--- src/hdl/smrbm_pkg.sv ---
/*
 * Constants for the static memory read path and pin mapping.
 * Assumes a single master clock; configuration fields arrive as plain ports.
 */
`default_nettype none
package smrbm_pkg;
    localparam int          NUM_CS       = 8;
    localparam int          ADDR_W       = 26;
    localparam int          DATA_W       = 32;
    localparam int          CNT_W        = 10;
    localparam int          SETUP_W      = 6;
    localparam int          PULSE_W      = 7;
    localparam int          CYCLE_W      = 9;
    // data bus width codes
    localparam logic [1:0]  WIDTH_8      = 2'h0;
    localparam logic [1:0]  WIDTH_16     = 2'h1;
    localparam logic [1:0]  WIDTH_32     = 2'h2;
    // byte access type codes
    localparam logic        BAT_SELECT   = 1'b0;
    localparam logic        BAT_WRITE    = 1'b1;
    // read mode codes
    localparam logic        MODE_BY_CS   = 1'b0;
    localparam logic        MODE_BY_RD   = 1'b1;
    // weights of the upper code bits
    localparam logic [9:0]  SETUP_HI_MUL = 10'h080;
    localparam logic [9:0]  PULSE_HI_MUL = 10'h100;
    localparam logic [9:0]  CYCLE_HI_MUL = 10'h100;
    localparam logic [CNT_W-1:0] CNT_ONE = 10'h001;
    // reset values of pins and read data
    localparam logic [7:0]  CS_N_RESET   = 8'hFF;
    localparam logic [23:0] ADDR_RESET   = 24'h000000;
    localparam logic [31:0] DATA_RESET   = 32'h00000000;
    typedef enum logic [1:0] {
        SMRBM_IDLE = 2'h1,
        SMRBM_READ = 2'h2
    } smrbm_state_t;
endpackage
`default_nettype wire

--- src/hdl/smrbm_read_ctrl.sv ---
/*
 * Read waveform generator and shared pin mapping for eight chip selects.
 * Assumes the master holds req_* stable while req_valid is high and not taken,
 * and that software keeps each pulse at least one cycle and setup+pulse <= cycle.
 */
// How it works
// - drive 26 address lines per chip select
// - upper address passes through, small devices wrap
// - address bit range depends on bus width
// - per chip select 8, 16, 32 width
// - access type picks byte write or select
// - byte write: per byte strobes, one read
// - no byte write access on chip select zero while booting
// - byte select: per byte selects, one read
// - unused address bits and strobes stay idle
// - shared pins switch by width and type
// - byte selects timed like the address
// - byte strobes timed like write enable
// - read cycle starts by presenting address
// - strobe falls after setup, lasts pulse
// - chip select has own setup and pulse
// - hold is cycle minus setup minus pulse
// - timings per chip select, whole cycles
// - zero setup and hold stay asserted on the same chip select
// - read mode picks capture signal, no compare
// - mode 1 captures at strobe rise edge
// - mode 0 captures at select rise edge
// - setup code is 128*b5 plus low bits
// - pulse code is 256*b6 plus low bits
// - cycle code is 256*b8:7 plus low bits
`default_nettype none
module smrbm_read_ctrl
    import smrbm_pkg::*;
(
    input  wire logic                      clk,
    input  wire logic                      reset_n,
    input  wire logic                      req_valid,
    input  wire logic [2:0]                req_cs,
    input  wire logic [ADDR_W-1:0]         req_addr,
    input  wire logic [3:0]                req_be,
    input  wire logic                      boot_active,
    input  wire logic [NUM_CS*2-1:0]       cfg_data_bus_width,
    input  wire logic [NUM_CS-1:0]         cfg_byte_access_type,
    input  wire logic [NUM_CS-1:0]         cfg_read_mode,
    input  wire logic [NUM_CS*SETUP_W-1:0] cfg_read_strobe_setup,
    input  wire logic [NUM_CS*PULSE_W-1:0] cfg_read_strobe_pulse,
    input  wire logic [NUM_CS*SETUP_W-1:0] cfg_chip_select_read_setup,
    input  wire logic [NUM_CS*PULSE_W-1:0] cfg_chip_select_read_pulse,
    input  wire logic [NUM_CS*CYCLE_W-1:0] cfg_read_cycle_length,
    input  wire logic [DATA_W-1:0]         data_in,
    output logic                           req_ready,
    output logic [DATA_W-1:0]              rd_data,
    output logic                           rd_valid,
    output logic [ADDR_W-1:2]              addr_out,
    output logic                           pin0_byte_select_or_addr0,
    output logic                           pin1_select_or_write1,
    output logic                           pin2_select_write_or_addr1,
    output logic                           pin3_select_or_write3,
    output logic                           write_enable_n,
    output logic                           read_strobe_n,
    output logic [NUM_CS-1:0]              chip_select_n
);
    logic [1:0]         width_of [NUM_CS];
    logic               bat_of   [NUM_CS];
    logic [SETUP_W-1:0] rds_of   [NUM_CS];
    logic [PULSE_W-1:0] rdp_of   [NUM_CS];
    logic [SETUP_W-1:0] css_of   [NUM_CS];
    logic [PULSE_W-1:0] csp_of   [NUM_CS];
    logic [CYCLE_W-1:0] cyc_of   [NUM_CS];

    for (genvar i = 0; i < NUM_CS; i++) begin : g_cfg
        assign width_of[i] = cfg_data_bus_width[i*2 +: 2];
        assign bat_of[i]   = cfg_byte_access_type[i];
        assign rds_of[i]   = cfg_read_strobe_setup[i*SETUP_W +: SETUP_W];
        assign rdp_of[i]   = cfg_read_strobe_pulse[i*PULSE_W +: PULSE_W];
        assign css_of[i]   = cfg_chip_select_read_setup[i*SETUP_W +: SETUP_W];
        assign csp_of[i]   = cfg_chip_select_read_pulse[i*PULSE_W +: PULSE_W];
        assign cyc_of[i]   = cfg_read_cycle_length[i*CYCLE_W +: CYCLE_W];
    end

    smrbm_state_t     state;
    smrbm_state_t     next_state;
    logic [2:0]       cur_cs;
    logic [CNT_W-1:0] cnt;
    logic [CNT_W-1:0] next_cnt;
    logic [2:0]       sel_cs;
    logic [CNT_W-1:0] rd_setup;
    logic [CNT_W-1:0] rd_pulse;
    logic [CNT_W-1:0] cs_setup;
    logic [CNT_W-1:0] cs_pulse;
    logic [CNT_W-1:0] cycle;

    // handshake and cycle position
    wire in_read    = (state == SMRBM_READ);
    wire take       = req_valid && req_ready && (!in_read || req_cs == cur_cs);
    wire end_now    = in_read && (cnt == cycle - CNT_ONE);
    assign sel_cs   = take ? req_cs : cur_cs;

    smrbm_timing_decode u_decode (
        .rd_setup_code (rds_of[sel_cs]),
        .rd_pulse_code (rdp_of[sel_cs]),
        .cs_setup_code (css_of[sel_cs]),
        .cs_pulse_code (csp_of[sel_cs]),
        .cycle_code    (cyc_of[sel_cs]),
        .rd_setup      (rd_setup),
        .rd_pulse      (rd_pulse),
        .cs_setup      (cs_setup),
        .cs_pulse      (cs_pulse),
        .cycle         (cycle)
    );

    // same chip select may restart on the last cycle with no gap
    assign next_state = (take || (in_read && !end_now)) ? SMRBM_READ : SMRBM_IDLE;
    assign next_cnt   = take ? '0 : (in_read ? cnt + CNT_ONE : '0);
    wire   next_read  = (next_state == SMRBM_READ);
    wire   next_ready = !next_read || (next_cnt == cycle - CNT_ONE);

    // read strobe window, hold is what remains of the cycle
    wire rd_win      = next_read && (next_cnt >= rd_setup) && (next_cnt < rd_setup + rd_pulse);
    // chip select window independent of the strobe
    wire cs_win      = next_read && (next_cnt >= cs_setup) && (next_cnt < cs_setup + cs_pulse);
    wire [NUM_CS-1:0] next_cs_n = cs_win ? ~(NUM_CS'(1) << sel_cs) : CS_N_RESET;

    // width and access type of the requested chip select
    wire [1:0] req_width = width_of[req_cs];
    // chip select zero runs no byte write access while boot_active is high
    wire       req_bat   = (boot_active && req_cs == 3'h0) ? BAT_SELECT : bat_of[req_cs];
    wire       req_w8    = (req_width == WIDTH_8);
    wire       req_w32   = (req_width == WIDTH_32);
    // width of the running chip select, for releasing the pins
    wire       cur_w8    = (width_of[cur_cs] == WIDTH_8);
    wire       cur_w32   = (width_of[cur_cs] == WIDTH_32);
    // byte select lines active only in byte select access
    wire       use_bs    = !req_w8 && (req_bat == BAT_SELECT);

    // shared pin functions for the new request
    wire map_pin0 = req_w8 ? req_addr[0] : (use_bs ? !req_be[0] : 1'b1);
    // byte select lines 1..3 follow the byte enables
    wire map_pin1 = use_bs ? !req_be[1] : 1'b1;
    wire map_pin2 = req_w32 ? (use_bs ? !req_be[2] : 1'b1) : req_addr[1];
    // line 3 unused below 32 bits
    wire map_pin3 = (req_w32 && use_bs) ? !req_be[3] : 1'b1;

    // capture edge chosen by read mode only
    wire rd_edge = in_read && (cnt == rd_setup + rd_pulse - CNT_ONE);
    wire cs_edge = in_read && (cnt == cs_setup + cs_pulse - CNT_ONE);
    wire capture = (cfg_read_mode[cur_cs] == MODE_BY_RD) ? rd_edge : cs_edge;

    // sequencing registers
    always_ff @(posedge clk or negedge reset_n) begin
        if (!reset_n) begin
            state     <= SMRBM_IDLE;
            cnt       <= '0;
            cur_cs    <= 3'h0;
            req_ready <= 1'b1;
        end else begin
            state     <= next_state;
            cnt       <= next_cnt;
            cur_cs    <= sel_cs;
            req_ready <= next_ready;
        end
    end

    // address and byte selects load at start
    always_ff @(posedge clk or negedge reset_n) begin
        if (!reset_n) begin
            addr_out                   <= ADDR_RESET;
            pin0_byte_select_or_addr0  <= 1'b1;
            pin1_select_or_write1      <= 1'b1;
            pin2_select_write_or_addr1 <= 1'b1;
            pin3_select_or_write3      <= 1'b1;
        end else if (take) begin
            // full address passed through, device ignores upper bits
            addr_out                   <= req_addr[ADDR_W-1:2];
            pin0_byte_select_or_addr0  <= map_pin0;
            pin1_select_or_write1      <= map_pin1;
            pin2_select_write_or_addr1 <= map_pin2;
            pin3_select_or_write3      <= map_pin3;
        end else if (!next_read) begin
            // selects released with the address cycle
            pin0_byte_select_or_addr0  <= cur_w8 ? pin0_byte_select_or_addr0 : 1'b1;
            pin1_select_or_write1      <= 1'b1;
            pin2_select_write_or_addr1 <= cur_w32 ? 1'b1 : pin2_select_write_or_addr1;
            pin3_select_or_write3      <= 1'b1;
        end
    end

    always_ff @(posedge clk or negedge reset_n) begin
        if (!reset_n) begin
            read_strobe_n  <= 1'b1;
            chip_select_n  <= CS_N_RESET;
            write_enable_n <= 1'b1;
        end else begin
            read_strobe_n  <= !rd_win;
            chip_select_n  <= next_cs_n;
            // write enable and byte strobes idle in reads
            write_enable_n <= 1'b1;
        end
    end

    // read data sampled on the releasing edge
    always_ff @(posedge clk or negedge reset_n) begin
        if (!reset_n) begin
            rd_data  <= DATA_RESET;
            rd_valid <= 1'b0;
        end else begin
            rd_valid <= capture;
            if (capture) begin
                rd_data <= data_in;
            end
        end
    end

    wire cs_any = !(&chip_select_n);

    property p_addr_stable;
        @(posedge clk) disable iff (!reset_n) (in_read && cnt != '0) |-> $stable(addr_out);
    endproperty
    a_addr_stable: assert property (p_addr_stable) else $error("address moved in cycle");

    property p_bs_stable;
        @(posedge clk) disable iff (!reset_n) (in_read && cnt != '0) |->
            ($stable(pin0_byte_select_or_addr0) && $stable(pin1_select_or_write1) &&
             $stable(pin2_select_write_or_addr1) && $stable(pin3_select_or_write3));
    endproperty
    a_bs_stable: assert property (p_bs_stable) else $error("byte select moved in cycle");

    property p_rd_fall;
        @(posedge clk) disable iff (!reset_n) $fell(read_strobe_n) |-> (cnt == rd_setup);
    endproperty
    a_rd_fall: assert property (p_rd_fall) else $error("strobe fell at wrong count");

    property p_rd_rise;
        @(posedge clk) disable iff (!reset_n)
            ($rose(read_strobe_n) && in_read && cnt != '0) |-> (cnt == rd_setup + rd_pulse);
    endproperty
    a_rd_rise: assert property (p_rd_rise) else $error("strobe pulse length wrong");

    property p_cs_fall;
        @(posedge clk) disable iff (!reset_n) $rose(cs_any) |-> (cnt == cs_setup);
    endproperty
    a_cs_fall: assert property (p_cs_fall) else $error("chip select fell at wrong count");

    property p_cs_rise;
        @(posedge clk) disable iff (!reset_n)
            ($fell(cs_any) && in_read && cnt != '0) |-> (cnt == cs_setup + cs_pulse);
    endproperty
    a_cs_rise: assert property (p_cs_rise) else $error("select pulse length wrong");

    property p_one_cs;
        @(posedge clk) disable iff (!reset_n) $onehot0(~chip_select_n) && (cs_any -> in_read);
    endproperty
    a_one_cs: assert property (p_one_cs) else $error("bad chip select pattern");

    property p_cap_rd;
        @(posedge clk) disable iff (!reset_n)
            (rd_edge && cfg_read_mode[cur_cs] == MODE_BY_RD)
            |=> (rd_valid && rd_data == $past(data_in));
    endproperty
    a_cap_rd: assert property (p_cap_rd) else $error("strobe mode capture missed");

    property p_cap_cs;
        @(posedge clk) disable iff (!reset_n)
            (cs_edge && cfg_read_mode[cur_cs] == MODE_BY_CS)
            |=> (rd_valid && rd_data == $past(data_in));
    endproperty
    a_cap_cs: assert property (p_cap_cs) else $error("select mode capture missed");

    property p_addr0;
        @(posedge clk) disable iff (!reset_n)
            (take && req_w8) |=> (pin0_byte_select_or_addr0 == $past(req_addr[0]));
    endproperty
    a_addr0: assert property (p_addr0) else $error("pin0 not address bit 0");

    property p_bw_idle;
        @(posedge clk) disable iff (!reset_n)
            (take && !req_w8 && req_bat == BAT_WRITE)
            |=> (pin0_byte_select_or_addr0 && pin1_select_or_write1 && pin3_select_or_write3);
    endproperty
    a_bw_idle: assert property (p_bw_idle) else $error("byte write read drove selects");

    property p_boot;
        @(posedge clk) disable iff (!reset_n)
            (take && boot_active && req_cs == 3'h0 && !req_w8)
            |=> (pin1_select_or_write1 == !$past(req_be[1]));
    endproperty
    a_boot: assert property (p_boot) else $error("boot used byte write access");

    property p_b2b;
        @(posedge clk) disable iff (!reset_n)
            (end_now && take && !read_strobe_n && rd_setup == '0) |=> !read_strobe_n;
    endproperty
    a_b2b: assert property (p_b2b) else $error("strobe dropped between reads");

    c_cap_rd: cover property (@(posedge clk) disable iff (!reset_n) rd_edge && capture);
    c_cap_cs: cover property (@(posedge clk) disable iff (!reset_n) cs_edge && capture);
    c_b2b:    cover property (@(posedge clk) disable iff (!reset_n) end_now && take);
    c_w8:     cover property (@(posedge clk) disable iff (!reset_n) take && req_w8);
    c_boot:   cover property (@(posedge clk) disable iff (!reset_n) take && boot_active);
endmodule
`default_nettype wire

--- src/hdl/smrbm_timing_decode.sv ---
/*
 * Decodes one chip select's coded setup, pulse and cycle fields into counts.
 * Assumes the codes are stable while a read cycle runs.
 */
`default_nettype none
module smrbm_timing_decode
    import smrbm_pkg::*;
(
    input  wire logic [SETUP_W-1:0] rd_setup_code,
    input  wire logic [PULSE_W-1:0] rd_pulse_code,
    input  wire logic [SETUP_W-1:0] cs_setup_code,
    input  wire logic [PULSE_W-1:0] cs_pulse_code,
    input  wire logic [CYCLE_W-1:0] cycle_code,
    output logic      [CNT_W-1:0]   rd_setup,
    output logic      [CNT_W-1:0]   rd_pulse,
    output logic      [CNT_W-1:0]   cs_setup,
    output logic      [CNT_W-1:0]   cs_pulse,
    output logic      [CNT_W-1:0]   cycle
);
    assign rd_setup = (CNT_W'(rd_setup_code[5]) * SETUP_HI_MUL) + CNT_W'(rd_setup_code[4:0]);
    assign cs_setup = (CNT_W'(cs_setup_code[5]) * SETUP_HI_MUL) + CNT_W'(cs_setup_code[4:0]);
    assign rd_pulse = (CNT_W'(rd_pulse_code[6]) * PULSE_HI_MUL) + CNT_W'(rd_pulse_code[5:0]);
    assign cs_pulse = (CNT_W'(cs_pulse_code[6]) * PULSE_HI_MUL) + CNT_W'(cs_pulse_code[5:0]);
    assign cycle = (CNT_W'(cycle_code[8:7]) * CYCLE_HI_MUL) + CNT_W'(cycle_code[6:0]);
endmodule
`default_nettype wire
--- config.mk ---
export PLATFORM = sky130hd
export DESIGN_NAME = smrbm_read_ctrl
export DESIGN_NICKNAME = d
export VERILOG_FILES = /design/src/hdl/smrbm_pkg.sv /design/src/hdl/smrbm_read_ctrl.sv /design/src/hdl/smrbm_timing_decode.sv
export SDC_FILE = /design/constraint.sdc
export NUM_CORES = 1
export LEC_CHECK = 0
export ABC_AREA = 1
export CORE_AREA = 5 5 175 177
export CTS_BUF_LIST = sky130_fd_sc_hd__clkbuf_8
export DETAILED_ROUTE_END_ITERATION = 16
export DIE_AREA = 0 0 180 182
export DONT_BUFFER_PORTS = 1
export PLACE_DENSITY = 0.55
export SLEW_MARGIN = 20
export SYNTH_ARGS = -nofsm -noshare
export SYNTH_HDL_FRONTEND = slang
export SYNTH_HIERARCHICAL = 1
export SYNTH_SLANG_ARGS = --single-unit
--- constraint.sdc ---
create_clock -name clk -period 7.9 [get_ports clk]
set_input_delay 0.79 -clock clk [delete_from_list [all_inputs] [get_ports clk]]
set_output_delay 0.79 -clock clk [all_outputs]
set_load 0.03 [all_outputs]
==> flow_summary.json <==
{
  "outcome": "finished, final reports clean",
  "slowest_stage": "nor2_4",
  "vias": 9542,
  "nets": 1870,
  "seq_area_um2": 2170,
  "grtUsageMet3": 0.0315,
  "final_cell_mix": "601 x nand2_1, 131 x inv_1, 114 x nand3_1",
  "grt_pass1_vias": 9484,
  "crit_top_cell": "nand2_1",
  "finalSetupTns_ns": 0,
  "p_leak_nw": 4.85,
  "setup.worst_path.class": "flop to flop",
  "grt_antenna_before_repair": 3,
  "grtUsageMet1": 0.260,
  "totalPowerFinal_mw": 5.54,
  "h-tree-depth": 3,
  "post-route-util": 0.329,
  "hpwl_mm": 28.9,
  "clockBufferDepth": 2,
  "grtUsageMet2": 0.350,
  "wl_mm": 34.4,
  "yosys-top-cells-area": "nand2_1 24%, dfrtp_1 19%, ha_1 7.8%",
  "post-cts-setup-buffers": 0,
  "period_minus_slack_ns": 6.35,
  "drc": 0,
  "finClkSkew_ns": 0.0127,
  "grt_pass1_wl_mm": 53.5,
  "grt_overflow": 0,
  "die_area_um2": 32800,
  "place_congestion": 0.901,
  "die_x_um": 180,
  "yosysTopAreaCell": "nand2_1",
  "cts_resized": 0,
  "rows": 63,
  "clk_pin_slew_ns": 0.10,
  "dr.pass1.iters": 5,
  "maxCapViolations": 0,
  "start_kind": "flop",
  "crit_required_ns": 8.20,
  "worst_pin_slew_ns": 1.03,
  "die_h_um": 182,
  "hold_violations": 0,
  "synth-seq-cells": 86,
  "yosysUniqueCellTypes": 49,
  "dr.first_iter.drc_count": 552,
  "worstPathArrival_ns": 6.65,
  "ys_warn_count": 6,
  "max_freq_mhz": 157,
  "period_share": 0.804,
  "cts_tree": "yes",
  "rsz0062_at_grt": "false",
  "routedWlPerCell_um": 18.8,
  "slew_viol_final": 0,
  "fillerInstances": 3226,
  "clock_sinks": 86,
  "clk_latency_ns": 0.36,
  "syn_inst": 1499,
  "synth_area_um2": 9420,
  "hold_path.class": "primary input to asynchronous set/reset pin",
  "syn_avg_cell_area_um2": 6.28,
  "multi_input_area_um2": 6080,
  "coreArea_um2": 29100,
  "via_per_inst": 5.23,
  "crit_path_end_kind": "flop",
  "slowest_delay_ns": 0.78,
  "p_per_area_nw_per_um2": 579,
  "area_delta_synth_final_pct": 1.63,
  "grt_max_degree": 87,
  "timing.slew.headroom": 0.314,
  "ir_drop_v": 0.000296,
  "synth_seq_area_share": 0.231,
  "cts_hold_buffers": 0,
  "cts_buffers": 9,
  "ant_nets": 0,
  "path_max_fanout": 42,
  "busiest_layer": "met2",
  "layout_commonest_cell": "nand2_1",
  "io_pins": 453,
  "drive_gt1_frac": 0.0670,
  "cts_root_buf": "clkbuf_8",
  "start_util": 0.324,
  "finalSetupViolCount": 0,
  "io_buffer_count": 0,
  "synth_top_area_share": 0.240,
  "grtUsageTotal": 0.202
}
[path summary, 6_finish.rpt]
check / startpoint / end / slack, ns / cells after the start
worst max-delay path: cur_cs[1]$_DFF_PN0_ / rd_data[11]$_DFFE_PN0P_ / 1.55 / 29
worst min-delay path: reset_n / rd_data[3]$_DFFE_PN0P_ / 0.12 / 0
worst min register to register: pin1_select_or_write1$_DFFE_PN1P_ / pin1_select_or_write1$_DFFE_PN1P_ / 0.58 / 2
worst max register to register: cur_cs[1]$_DFF_PN0_ / rd_data[11]$_DFFE_PN0P_ / 1.55 / 29
max in group asynchronous: reset_n / read_strobe_n$_DFF_PN1_ / 7.56 / 0
min in group clk: req_be[1] / pin1_select_or_write1$_DFFE_PN1P_ / 0.49 / 1
[critical path: cells and delay by family, from the launching register on]
| kind | cells | cell delay [ns] |
|---|---|---|
| buffers and inverters | 4 | 0.85 |
| flip-flops | 1 | 0.62 |
| XOR/XNOR | 1 | 0.12 |
| AND/OR/NAND/NOR | 19 | 3.08 |
| AO/OA/AOI/OAI | 3 | 0.78 |
| adder cells (fa/ha/maj) | 2 | 0.77 |
[cell usage after synthesis, drive strengths merged]
| cell type | n |
|---|---|
| nand4 | 63 |
| nor3b | 1 |
| xor2 | 23 |
| xnor2 | 7 |
| o21ai | 47 |
| o21bai | 2 |
| nand3b | 4 |
| dfstp | 15 |
| nor2 | 91 |
| buf | 93 |
| a211oi | 1 |
| a21boi | 2 |
| and3 | 1 |
| o22ai | 1 |
| a21oi | 35 |
| dfrtp | 71 |
| clkbuf | 17 |
| nand2b | 1 |
| inv | 134 |
| nand2 | 622 |
| nor3 | 5 |
| nor4 | 2 |
| conb | 2 |
| o21a | 2 |
| clkinv | 2 |
| nand3 | 122 |
| o211ai | 5 |
| ha | 59 |
| or2 | 2 |
| fa | 2 |
| a21o | 1 |
| a31oi | 24 |
| a22oi | 40 |
[kinds of logic after synthesis]
kind of cell | share of synthesized area
adder cells (fa/ha/maj) | 0.0826
AO/OA/AOI/OAI | 0.106
XOR/XNOR | 0.0279
AND/OR/NAND/NOR | 0.421
flip-flops | 0.231
other | 0.000797
buffers and inverters | 0.131
[registers in the layout, indices dropped and copies added, names as in the netlist, 2 cells and up]
register	flops
cnt	10
rd_data	32
chip_select_n	8
cur_cs	3
addr_out	24
state	2
[per-stage QoR]
stage                     instances  setup slack [ns]  hold slack [ns]  area, µm²
after floorplan                1513              3.19            0.494       9470
after global placement         1807              1.43            0.497       9380
after detailed placement       1807              1.37            0.497       9380
after CTS                      1823              1.50           0.0908       9560
after global routing           1826             0.789           0.0754       9570
final                          1826              1.55            0.115       9570
[layer usage]
metal	up-vias	part of all wire
met5	-	0
met4	0	0.029
met3	42	0.066
met2	434	0.49
met1	4387	0.42
li1	4679	-
[where the power goes]
part / total (mW) / internal [mW] / switching, mW / leakage [nW]
clock network: 0.294 / 0.117 / 0.177 / 0.0785
logic: 4.46 / 1.44 / 3.03 / 3.67
registers: 0.789 / 0.537 / 0.252 / 1.10
[final cells by class]
type / instances / share of cell area
Multi-Input combinational cell: 1181 / 0.635
Timing Repair Buffer: 14 / 0.0136
Sequential cell: 86 / 0.227
Tap cell: 390 / 0.0510
Clock buffer: 9 / 0.0129
Inverter: 136 / 0.0539
Antenna cell: 3 / 0.000784
Clock inverter: 7 / 0.00588
No activity file was read; power rests on OpenSTA's default activity.
